===== src/inc/dpbcd_params.svh =====
`ifndef DPBCD_PARAMS_SVH
`define DPBCD_PARAMS_SVH
`define DPBCD_MODE_LSB 0
`define DPBCD_MODE_MSB 2
`define DPBCD_PHAND_LSB 5
`define DPBCD_PHAND_MSB 6
`define DPBCD_PMEM_BIT 7
`define DPBCD_STROKE_BIT 0
`define DPBCD_EXTON_BIT 1
`define DPBCD_STOP_BIT 2
`define DPBCD_BATCH_BIT 4
`define DPBCD_SPDAUTO_BIT 5
`define DPBCD_SLOW_BIT 6
`define DPBCD_ARST_BIT 7
`define DPBCD_CNT_ZERO_BIT 0
`define DPBCD_CNT_HOLD_BIT 1
`define DPBCD_FREQ_MIN 8'h1E
`define DPBCD_FREQ_MAX 8'h64
`define DPBCD_SINGLE_MIN 16'h001E
`define DPBCD_ADDR_RST 7'h14
`define DPBCD_DIGIT_MAX 4'h9
`define DPBCD_TIMEOUT_S 30
`define DPBCD_CLK_HZ 100000000
`define DPBCD_TIMEOUT_CYC (64'(`DPBCD_TIMEOUT_S) * 64'(`DPBCD_CLK_HZ))
`endif


===== src/inc/dpbcd_pkg.sv =====
package dpbcd_pkg;
  typedef enum logic [2:0] {OPM_NONE = 3'h0, OPM_PULSE = 3'h1, OPM_ANALOG = 3'h2, OPM_BATCH = 3'h3,
    OPM_EXT = 3'h4} dpbcd_mode_t;
  typedef enum logic [1:0] {PH_REDUCE = 2'h0, PH_ONE = 2'h1, PH_MULT = 2'h2} dpbcd_pulse_t;
  typedef enum logic [2:0] {PK_NONE = 3'h0, PK_FACTOR = 3'h1, PK_STROKE_PCT = 3'h2, PK_FLOW_LH = 3'h3,
    PK_STROKE_CNT = 3'h4, PK_VOLUME_L = 3'h5} dpbcd_preset_t;
  typedef enum logic [1:0] {ST_IDLE = 2'b01, ST_EDIT = 2'b10} dpbcd_state_t;
endpackage : dpbcd_pkg


===== src/verilog/dpbcd_decoder.sv =====
// Contract
// ENTER starts entry; UP/DOWN edit flashing digit; ENTER confirms; save after last.
// UP and DOWN together abandon entry and keep the stored value.
// Thirty seconds without a key during entry leaves entry, value kept.
// Two modes, manual and bus; the bus image acts only in bus mode.
// A changed station address restarts the decoder on the new address.
// The command image has nine bytes; bytes 3-4 and 8-9 are 16-bit; the decoder takes only bytes 1-7.
// Byte 1 bits 0-2 pick the mode; none or invalid codes mean fail-safe.
// Byte 1 bits 5-6 pick reduction, one-to-one or multiplication.
// Byte 1 bit 7 enables the pulse memory.
// In pulse mode each rising byte 2 bit 0 fires one stroke.
// Byte 2 bit 1 runs external-on; bit 2 stops outside manual mode.
// A rising byte 2 bit 4 starts one batch.
// Speed variant: bit 5 auto/single, below 30 percent single; bit 6 limits speed.
// A rising byte 2 bit 7 resets the pending alarm.
// Bytes 3-4 meaning follows the mode and the calibration state.
// Calibrated flow and volume take their decimal point from the reported scale.
// Byte 5 is batch stroke frequency, 30 to 100 percent.
// Manual mode has no bus settings; a calibrated pump is set in l/h.
// Byte 6 is slow-mode frequency, 30 to 100, speed variant only.
// Byte 7 bit 0 holds the counter at zero; bit 1 freezes its report.
// Edges come from comparing each new image with the previous one.
// The master holds an edge bit low for one image before raising it.
`include "dpbcd_params.svh"
module dpbcd_decoder
  import dpbcd_pkg::*;
#(
  parameter logic [31:0] TIMEOUT_CYC = 32'(`DPBCD_TIMEOUT_CYC)
)
(
  input wire logic clk_sys,
  input wire logic sys_rst,
  input wire logic clk_en,
  input wire logic img_valid,
  input wire logic [7:0] img_b1,
  input wire logic [7:0] img_b2,
  input wire logic [15:0] img_preset,
  input wire logic [7:0] img_batch_freq,
  input wire logic [7:0] img_slow_freq,
  input wire logic [7:0] img_b7,
  input wire logic calibrated,
  input wire logic speed_variant,
  input wire logic [7:0] scale_factor,
  input wire logic key_enter_pin,
  input wire logic key_up_pin,
  input wire logic key_down_pin,
  input wire logic entry_sel,
  output logic bus_mode,
  output logic [6:0] station_addr,
  output logic restart_req,
  output logic entry_active,
  output logic entry_digit,
  output logic [3:0] entry_figure,
  output dpbcd_mode_t op_mode,
  output logic fail_safe,
  output dpbcd_pulse_t pulse_handling,
  output logic pulse_mem_en,
  output logic stroke_pulse,
  output logic batch_start,
  output logic alarm_reset,
  output logic ext_on,
  output logic ext_stop,
  output logic speed_auto,
  output logic slow_mode,
  output logic single_30,
  output logic [15:0] preset_value,
  output dpbcd_preset_t preset_kind,
  output logic [7:0] preset_dp,
  output logic [7:0] batch_freq,
  output logic batch_freq_err,
  output logic [7:0] slow_freq,
  output logic cnt_zero,
  output logic cnt_freeze,
  output logic local_flow_set
);
  // Key pins are asynchronous: bit 0 enter, bit 1 up, bit 2 down.
  logic [2:0] key_s1, key_s2, key_s3, key_rise;
  genvar gi;
  generate
    for (gi = 0; gi < 3; gi++)
    begin : g_key
      always_ff @(posedge clk_sys)
      begin
        if (sys_rst)
        begin
          key_s1[gi] <= 1'b0;
          key_s2[gi] <= 1'b0;
          key_s3[gi] <= 1'b0;
        end
        else if (clk_en)
        begin
          key_s1[gi] <= (gi == 0) ? key_enter_pin : ((gi == 1) ? key_up_pin : key_down_pin);
          key_s2[gi] <= key_s1[gi];
          key_s3[gi] <= key_s2[gi];
        end
      end
      assign key_rise[gi] = key_s2[gi] & ~key_s3[gi];
    end
  endgenerate

  logic enter_rise, abort, step_up, step_down;
  assign enter_rise = key_rise[0];
  // A second key joining one already held counts as the combined press.
  assign abort = key_s2[1] & key_s2[2] & (key_rise[1] | key_rise[2]);
  assign step_up = key_rise[1] & ~key_s2[2];
  assign step_down = key_rise[2] & ~key_s2[1];

  dpbcd_state_t state, next_state;
  logic sel, next_sel;
  logic digit, next_digit;
  logic [3:0] fig [2];
  logic [3:0] next_fig [2];
  logic [31:0] timer, next_timer;
  logic mode_set, next_mode_set;
  logic [6:0] addr, next_addr;
  logic restart, next_restart;
  logic [3:0] fmax;
  logic [6:0] new_addr;

  always_comb
  begin
    next_state = state;
    next_sel = sel;
    next_digit = digit;
    next_fig = fig;
    next_timer = timer;
    next_mode_set = mode_set;
    next_addr = addr;
    next_restart = 1'b0;
    fmax = sel ? `DPBCD_DIGIT_MAX : 4'h1;
    new_addr = 7'(fig[0]) * 7'hA + 7'(fig[1]);
    case (state)
      ST_IDLE:
      begin
        if (enter_rise)
        begin
          next_state = ST_EDIT;
          next_sel = entry_sel;
          next_digit = 1'b0;
          next_timer = 32'h0;
          next_fig[0] = entry_sel ? 4'(addr / 7'hA) : {3'h0, mode_set};
          next_fig[1] = 4'(addr % 7'hA);
        end
      end
      ST_EDIT:
      begin
        next_timer = (|key_rise) ? 32'h0 : timer + 32'h1;
        if (abort)
          next_state = ST_IDLE;
        else if (!(|key_rise) && timer >= TIMEOUT_CYC - 32'h1)
          next_state = ST_IDLE;
        else if (step_up)
          next_fig[digit] = (fig[digit] >= fmax) ? 4'h0 : fig[digit] + 4'h1;
        else if (step_down)
          next_fig[digit] = (fig[digit] == 4'h0) ? fmax : fig[digit] - 4'h1;
        else if (enter_rise)
        begin
          if (!sel)
          begin
            next_mode_set = fig[0][0];
            next_state = ST_IDLE;
          end
          else if (!digit)
            next_digit = 1'b1;
          else
          begin
            next_state = ST_IDLE;
            next_addr = new_addr;
            next_restart = (new_addr != addr);
          end
        end
      end
      default:
        next_state = ST_IDLE;
    endcase
  end

  always_ff @(posedge clk_sys)
  begin
    if (sys_rst)
    begin
      state <= ST_IDLE;
      fig <= '{4'h0, 4'h0};
      {sel, digit, timer, mode_set, restart} <= '0;
      addr <= `DPBCD_ADDR_RST;
    end
    else if (clk_en)
    begin
      state <= next_state;
      sel <= next_sel;
      digit <= next_digit;
      fig <= next_fig;
      timer <= next_timer;
      mode_set <= next_mode_set;
      addr <= next_addr;
      restart <= next_restart;
    end
  end

  // Held image; the restart drops it so the new station starts from a clean image.
  logic [7:0] b1, b2, b5, b6, b7;
  logic [7:0] next_b1, next_b2, next_b5, next_b6, next_b7;
  logic [15:0] pre, next_pre;
  logic [2:0] armed, next_armed;
  logic [2:0] edge_q, next_edge;
  logic [2:0] new_bits;

  always_comb
  begin
    new_bits = {img_b2[`DPBCD_ARST_BIT], img_b2[`DPBCD_BATCH_BIT], img_b2[`DPBCD_STROKE_BIT]};
    next_b1 = img_valid ? img_b1 : b1;
    next_b2 = img_valid ? img_b2 : b2;
    next_pre = img_valid ? img_preset : pre;
    next_b5 = img_valid ? img_batch_freq : b5;
    next_b6 = img_valid ? img_slow_freq : b6;
    next_b7 = img_valid ? img_b7 : b7;
    next_edge = img_valid ? (new_bits & armed) : 3'h0;
    next_armed = img_valid ? ~new_bits : armed;
  end

  always_ff @(posedge clk_sys)
  begin
    if (sys_rst || (clk_en && restart))
    begin
      {b1, b2, pre, b5, b6, b7, edge_q, armed} <= '0;
    end
    else if (clk_en)
    begin
      {b1, b2, pre, b5, b6, b7, edge_q, armed} <= {next_b1, next_b2, next_pre, next_b5, next_b6, next_b7,
        next_edge, next_armed};
    end
  end

  dpbcd_mode_t dec_mode;
  dpbcd_preset_t kind;
  logic [2:0] mcode;
  logic [1:0] hcode;
  logic n_bus, n_fs, n_pm, n_stroke, n_batch, n_arst, n_on, n_stop, n_auto, n_slow, n_s30, n_zero, n_frz;
  logic n_ferr, n_lflow;
  dpbcd_mode_t n_mode;
  dpbcd_pulse_t n_ph;
  logic [15:0] n_pre;
  logic [7:0] n_dp, n_bf, n_sf;

  always_comb
  begin
    mcode = b1[`DPBCD_MODE_MSB:`DPBCD_MODE_LSB];
    hcode = b1[`DPBCD_PHAND_MSB:`DPBCD_PHAND_LSB];
    dec_mode = (mcode <= 3'h4) ? dpbcd_mode_t'(mcode) : OPM_NONE;
    case (dec_mode)
      OPM_PULSE: kind = PK_FACTOR;
      OPM_ANALOG: kind = calibrated ? PK_FLOW_LH : PK_STROKE_PCT;
      OPM_BATCH: kind = calibrated ? PK_VOLUME_L : PK_STROKE_CNT;
      OPM_EXT: kind = PK_STROKE_PCT;
      default: kind = PK_NONE;
    endcase
    n_bus = mode_set;
    n_mode = n_bus ? dec_mode : OPM_NONE;
    n_fs = n_bus && dec_mode == OPM_NONE;
    n_ph = !n_bus ? PH_REDUCE : (hcode == 2'h0 ? PH_REDUCE : (hcode == 2'h1 ? PH_ONE : PH_MULT));
    n_pm = n_bus & b1[`DPBCD_PMEM_BIT];
    n_stroke = n_bus && dec_mode == OPM_PULSE && edge_q[0];
    n_batch = n_bus && dec_mode == OPM_BATCH && edge_q[1];
    n_arst = n_bus & edge_q[2];
    n_stop = n_bus & b2[`DPBCD_STOP_BIT];
    n_on = n_bus && dec_mode == OPM_EXT && b2[`DPBCD_EXTON_BIT] && !n_stop;
    n_auto = n_bus & speed_variant & b2[`DPBCD_SPDAUTO_BIT];
    n_slow = n_bus & speed_variant & b2[`DPBCD_SLOW_BIT];
    // In auto speed mode, stroke-percent presets below the minimum fall back to single strokes; a preset at the minimum does not.
    n_s30 = n_auto && kind == PK_STROKE_PCT && pre < `DPBCD_SINGLE_MIN;
    n_pre = n_bus ? pre : 16'h0000;
    n_dp = (n_bus && (kind == PK_FLOW_LH || kind == PK_VOLUME_L)) ? scale_factor : 8'h00;
    n_bf = n_bus ? b5 : 8'h00;
    n_ferr = n_bus && dec_mode == OPM_BATCH && (b5 < `DPBCD_FREQ_MIN || b5 > `DPBCD_FREQ_MAX);
    n_sf = (n_bus && speed_variant) ? b6 : 8'h00;
    n_zero = n_bus & b7[`DPBCD_CNT_ZERO_BIT];
    n_frz = n_bus & b7[`DPBCD_CNT_HOLD_BIT] & ~n_zero;
    n_lflow = !n_bus & calibrated;
  end

  always_ff @(posedge clk_sys)
  begin
    if (sys_rst)
    begin
      op_mode <= OPM_NONE;
      pulse_handling <= PH_REDUCE;
      preset_kind <= PK_NONE;
      {bus_mode, fail_safe, pulse_mem_en, stroke_pulse, batch_start, alarm_reset, ext_on, ext_stop, speed_auto,
        slow_mode, single_30, preset_value, preset_dp, batch_freq, batch_freq_err, slow_freq, cnt_zero, cnt_freeze,
        local_flow_set} <= '0;
    end
    else if (clk_en)
    begin
      op_mode <= n_mode;
      pulse_handling <= n_ph;
      preset_kind <= n_bus ? kind : PK_NONE;
      {bus_mode, fail_safe, pulse_mem_en, stroke_pulse, batch_start, alarm_reset, ext_on, ext_stop, speed_auto,
        slow_mode, single_30, preset_value, preset_dp, batch_freq, batch_freq_err, slow_freq, cnt_zero, cnt_freeze,
        local_flow_set} <= {n_bus, n_fs, n_pm, n_stroke, n_batch, n_arst, n_on, n_stop, n_auto, n_slow, n_s30, n_pre,
        n_dp, n_bf, n_ferr, n_sf, n_zero, n_frz, n_lflow};
    end
  end

  assign station_addr = addr;
  assign restart_req = restart;
  assign entry_active = (state == ST_EDIT);
  assign entry_digit = digit;
  assign entry_figure = fig[digit];
endmodule : dpbcd_decoder


===== config.mk =====
export PLATFORM = sky130hd
export DESIGN_NAME = dpbcd_decoder
export DESIGN_NICKNAME = d
export VERILOG_FILES = /design/src/inc/dpbcd_pkg.sv /design/src/verilog/dpbcd_decoder.sv
export VERILOG_INCLUDE_DIRS = /design/src /design/src/inc
export SDC_FILE = /design/constraint.sdc
export NUM_CORES = 1
export LEC_CHECK = 0
export BUFFER_PORTS_ARGS = -buffer_cell sky130_fd_sc_hd__buf_2
export CAP_MARGIN = 10
export CORE_ASPECT_RATIO = 0.7
export CORE_UTILIZATION = 40
export DETAILED_ROUTE_END_ITERATION = 16
export PLACE_DENSITY_LB_ADDON = 0.25
export SLEW_MARGIN = 20
export SYNTH_ARGS = -nofsm -noshare
export SYNTH_HDL_FRONTEND = slang
export SYNTH_SLANG_ARGS = --single-unit

===== constraint.sdc =====
create_clock -name clk_sys -period 4.2 [get_ports clk_sys]
set_input_delay 0 -clock clk_sys [delete_from_list [all_inputs] [get_ports clk_sys]]
set_output_delay 0 -clock clk_sys [all_outputs]
set_load 0.03 [all_outputs]

==> impl_metrics.tcl <==
set metrics [dict create \
    grt_start_max_net_pins 86 \
    whs_path_depth 3 \
    grt_overflow 0 \
    ys_seq_area_share_pct 43.4 \
    routed_wl_um 22400 \
    period_needed_ns 3.41 \
    diodes 0 \
    finalHoldViolations 0 \
    cp.arrival_ns 3.71 \
    clk_latency_ns 0.43 \
    cts_tree "yes" \
    failed_checks "DRC" \
    drive_above_1_share_pct 17.3 \
    die_width_um 172 \
    yosys_warnings 0 \
    grt_usage_pct 21.4 \
    core_area_sq_mm 0.0198 \
    grt_pass1_wl_um 35200 \
    hold_class "input port to flop" \
    cp-end-kind "flop" \
    syn_avg_cell_area_sq_um 8.30 \
    htree_levels 4 \
    hp-start "sys_rst" \
    design_area_sq_mm 0.0101 \
    dp_hpwl_um 14400 \
    status "finished with violations" \
    dr.pass1.iters 13 \
    vias 7504 \
    slew_viol_final 0 \
    portBuffers 141 \
    cp.required_ns 4.50 \
    synth_ff_type "dfxtp_1" \
    path_clk_slew_ns 0.08 \
    whs_endpoint "station_addr[2]" \
    power_density_mw_per_mm2 350 \
    synth_edf_count 0 \
    drtAntennaViolNets 0 \
    cts_sinks 175 \
    clk_path_buf_depth 2 \
    start_util_pct 40.7 \
    grt_pass1_vias 6787 \
    num_rows 43 \
    cap_violations 0 \
    worstMarginPinSlew_ns 1.06 \
    die-area_sq_mm 0.0207 \
    critPathLaunchType "flop" \
    area_delta_synth_final_pct 24.9 \
    gp_congestion 0.895 \
    final_nets 1221 \
    power.leakage_nw 4.00 \
    nFillCells 1939 \
    cts_buffers 17 \
    die_h_um 121 \
    tns_ns 0 \
    critPathMaxFanout 16 \
    netlist_area_sq_mm 0.00806 \
    fin_crit_sh_pct 81.2 \
    ir_drop_v 0.000198 \
    crit_type "flop to flop" \
    syn_inst 971 \
    fin_skew_ns 0.0117 \
    drt-initial-drc-count 646 \
    place_area_sq_mm 0.00889 \
    clock.fmax_mhz 293 \
    drc_errors 1 \
    antenna_found_initial 0 \
    viasPerCell 5.30 \
    wl_per_cell_um 15.8 \
    seqCellArea_sq_mm 0.00350 \
    r2r_end "fig[3]" \
    ios 151 \
    setup_viol 0 \
    rsz0062_at_grt "false" \
    reg2reg_setup_slack_ns 0.79 \
    syn_nets 1059 \
    netlist-cell-type-count 77 \
    synth-async-reset-ratio_pct 0 \
    reg2reg_from "station_addr[6]" \
    relSlewSlack_pct 28.8 \
    multi_input_area_sq_mm 0.00420 \
    synth_seq_cells 175 \
    cts-resized-gates 0 \
    root_buffer "clkbuf_16" \
    reg2regPathDepth 10 \
    post_cts.repair.setup_buffers 0 \
]
Yosys cell counts (3+ instances only):
master / n / share of area, %
mux2i_1: 22 / 2.7
a211o_1: 3 / 0.33
dfxtp_1: 175 / 43
nand3b_1: 4 / 0.37
a211oi_1: 14 / 1.3
xor2_1: 21 / 2.3
and2_1: 5 / 0.39
a32oi_1: 8 / 0.87
nor2b_1: 9 / 0.70
clkbuf_1: 49 / 2.3
xnor2_1: 26 / 2.8
a22oi_1: 40 / 3.7
o211ai_1: 6 / 0.56
buf_1: 6 / 0.28
nand4_1: 11 / 0.85
and3_1: 8 / 0.62
a21oi_1: 88 / 5.5
o21ai_0: 18 / 1.1
a221oi_1: 3 / 0.33
nor3_1: 9 / 0.56
nand2_1: 142 / 6.6
nand3_1: 35 / 2.2
a21o_1: 4 / 0.37
nor4_1: 6 / 0.47
inv_2: 3 / 0.14
inv_1: 16 / 0.74
o22ai_1: 3 / 0.23
ha_1: 12 / 1.9
nor2_1: 125 / 5.8
buf_2: 8 / 0.50
nor3b_1: 8 / 0.74
nand2b_1: 14 / 1.1
a31oi_1: 9 / 0.70
through the flow:
step	worst slack, ns	util, %	total power, mW	cells	hold slack, ns
3_5_place_dp	0.867	44.9	1.97	1324	0.215
3_3_place_gp	0.869	44.9	1.97	1324	0.203
5_1_grt	0.550	50.9	3.65	1415	0.109
4_1_cts	0.823	50.9	3.54	1415	0.0707
2_1_floorplan	1.20	-	1.89	971	0.0956
6_report	0.789	50.9	3.53	1415	0.0923
cells in the final DEF (no fill, tap or decap), types with 11 or more instances in the layout:
cell           Yosys  final
dfxtp_1          175    175
nand2_1          142    141
buf_2              8    141
nor2_1           125    125
a21oi_1           88     88
dlygate4sd3_1      0     60
a22oi_1           40     40
nand3_1           35     35
xnor2_1           26     26
mux2i_1           22     22
xor2_1            21     21
o21ai_0           18     18
clkbuf_16          0     17
inv_1             16     16
nand2b_1          14     14
a211oi_1          14     14
ha_1              12     12
nand4_1           11     11
flip-flops by register name, summed over array words and instances, names as in the netlist, 2 cells and up:
name	flops
timer	32
armed	3
key_s2	3
preset_dp	8
pulse_handling	2
preset_value	16
b5	8
pre	16
station_addr	7
b2	4
b1	6
batch_freq	8
slow_freq	8
op_mode	3
state	2
b7	2
key_s1	3
key_s3	3
edge_q	3
preset_kind	3
fig	8
b6	8
per-layer routing:
layer / vias up / share of wire, % / routed length, um / GRT usage [%]
met5: - / 0 / 0 / 0
met4: 0 / 1.1 / 249 / 5.69
met3: 24 / 5.1 / 1140 / 4.03
met2: 203 / 41 / 9210 / 30.8
met1: 3541 / 53 / 11800 / 32.1
li1: 3736 / - / - / -
what timing repair did:
| item | CTS | global route |
|---|---|---|
| hold buffers | 60 | 0 |
| endpoints found under the setup margin | 0 | 0 |
| endpoints found under the hold margin | 63 | 0 |
critical path: stages, from the launching register on:
cell and delay (ns):
dfxtp_1 0.71, inv_4 0.14, xnor2_1 0.16, a222oi_1 0.54, ha_1 0.57, xnor2_1 0.11
a221o_1 0.30, o2bb2ai_1 0.12, a211oi_1 0.36, o22a_1 0.20, a21oi_1 0.06
where the power goes:
group | leakage (nW) | switching, mW | internal (mW) | total (mW)
clock | 0.275 | 0.758 | 0.790 | 1.55
sequential | 1.42 | 0.0286 | 1.69 | 1.72
combinational | 2.31 | 0.150 | 0.113 | 0.263
how the worst max path moves through the flow:
stage	startpoint	to
6_report	station_addr[6]	fig[3]
3_3_place_gp	station_addr[5]	fig[3]
2_1_floorplan	station_addr[5]	fig[3]
4_1_cts	station_addr[5]	fig[3]
3_5_place_dp	station_addr[5]	fig[3]
5_1_grt	station_addr[6]	fig[3]
logic make-up after synthesis:
group	Yosys count	synth area share (%)
flip-flops	175	43.4
buffers and inverters	87	4.50
adder cells (fa/ha/maj)	14	2.36
multiplexers	24	3.01
AND/OR/NAND/NOR	397	23.1
AO/OA/AOI/OAI	227	18.5
XOR/XNOR	47	5.10
area by class of cell:
class	count	share of cell area (%)
Multi-Input combinational cell	709	41.7
Inverter	20	0.770
Timing Repair Buffer	210	13.6
Clock inverter	14	1.49
Clock buffer	17	4.22
Tap cell	270	3.35
Sequential cell	175	34.8
No activity file was read; power rests on OpenSTA's default activity.
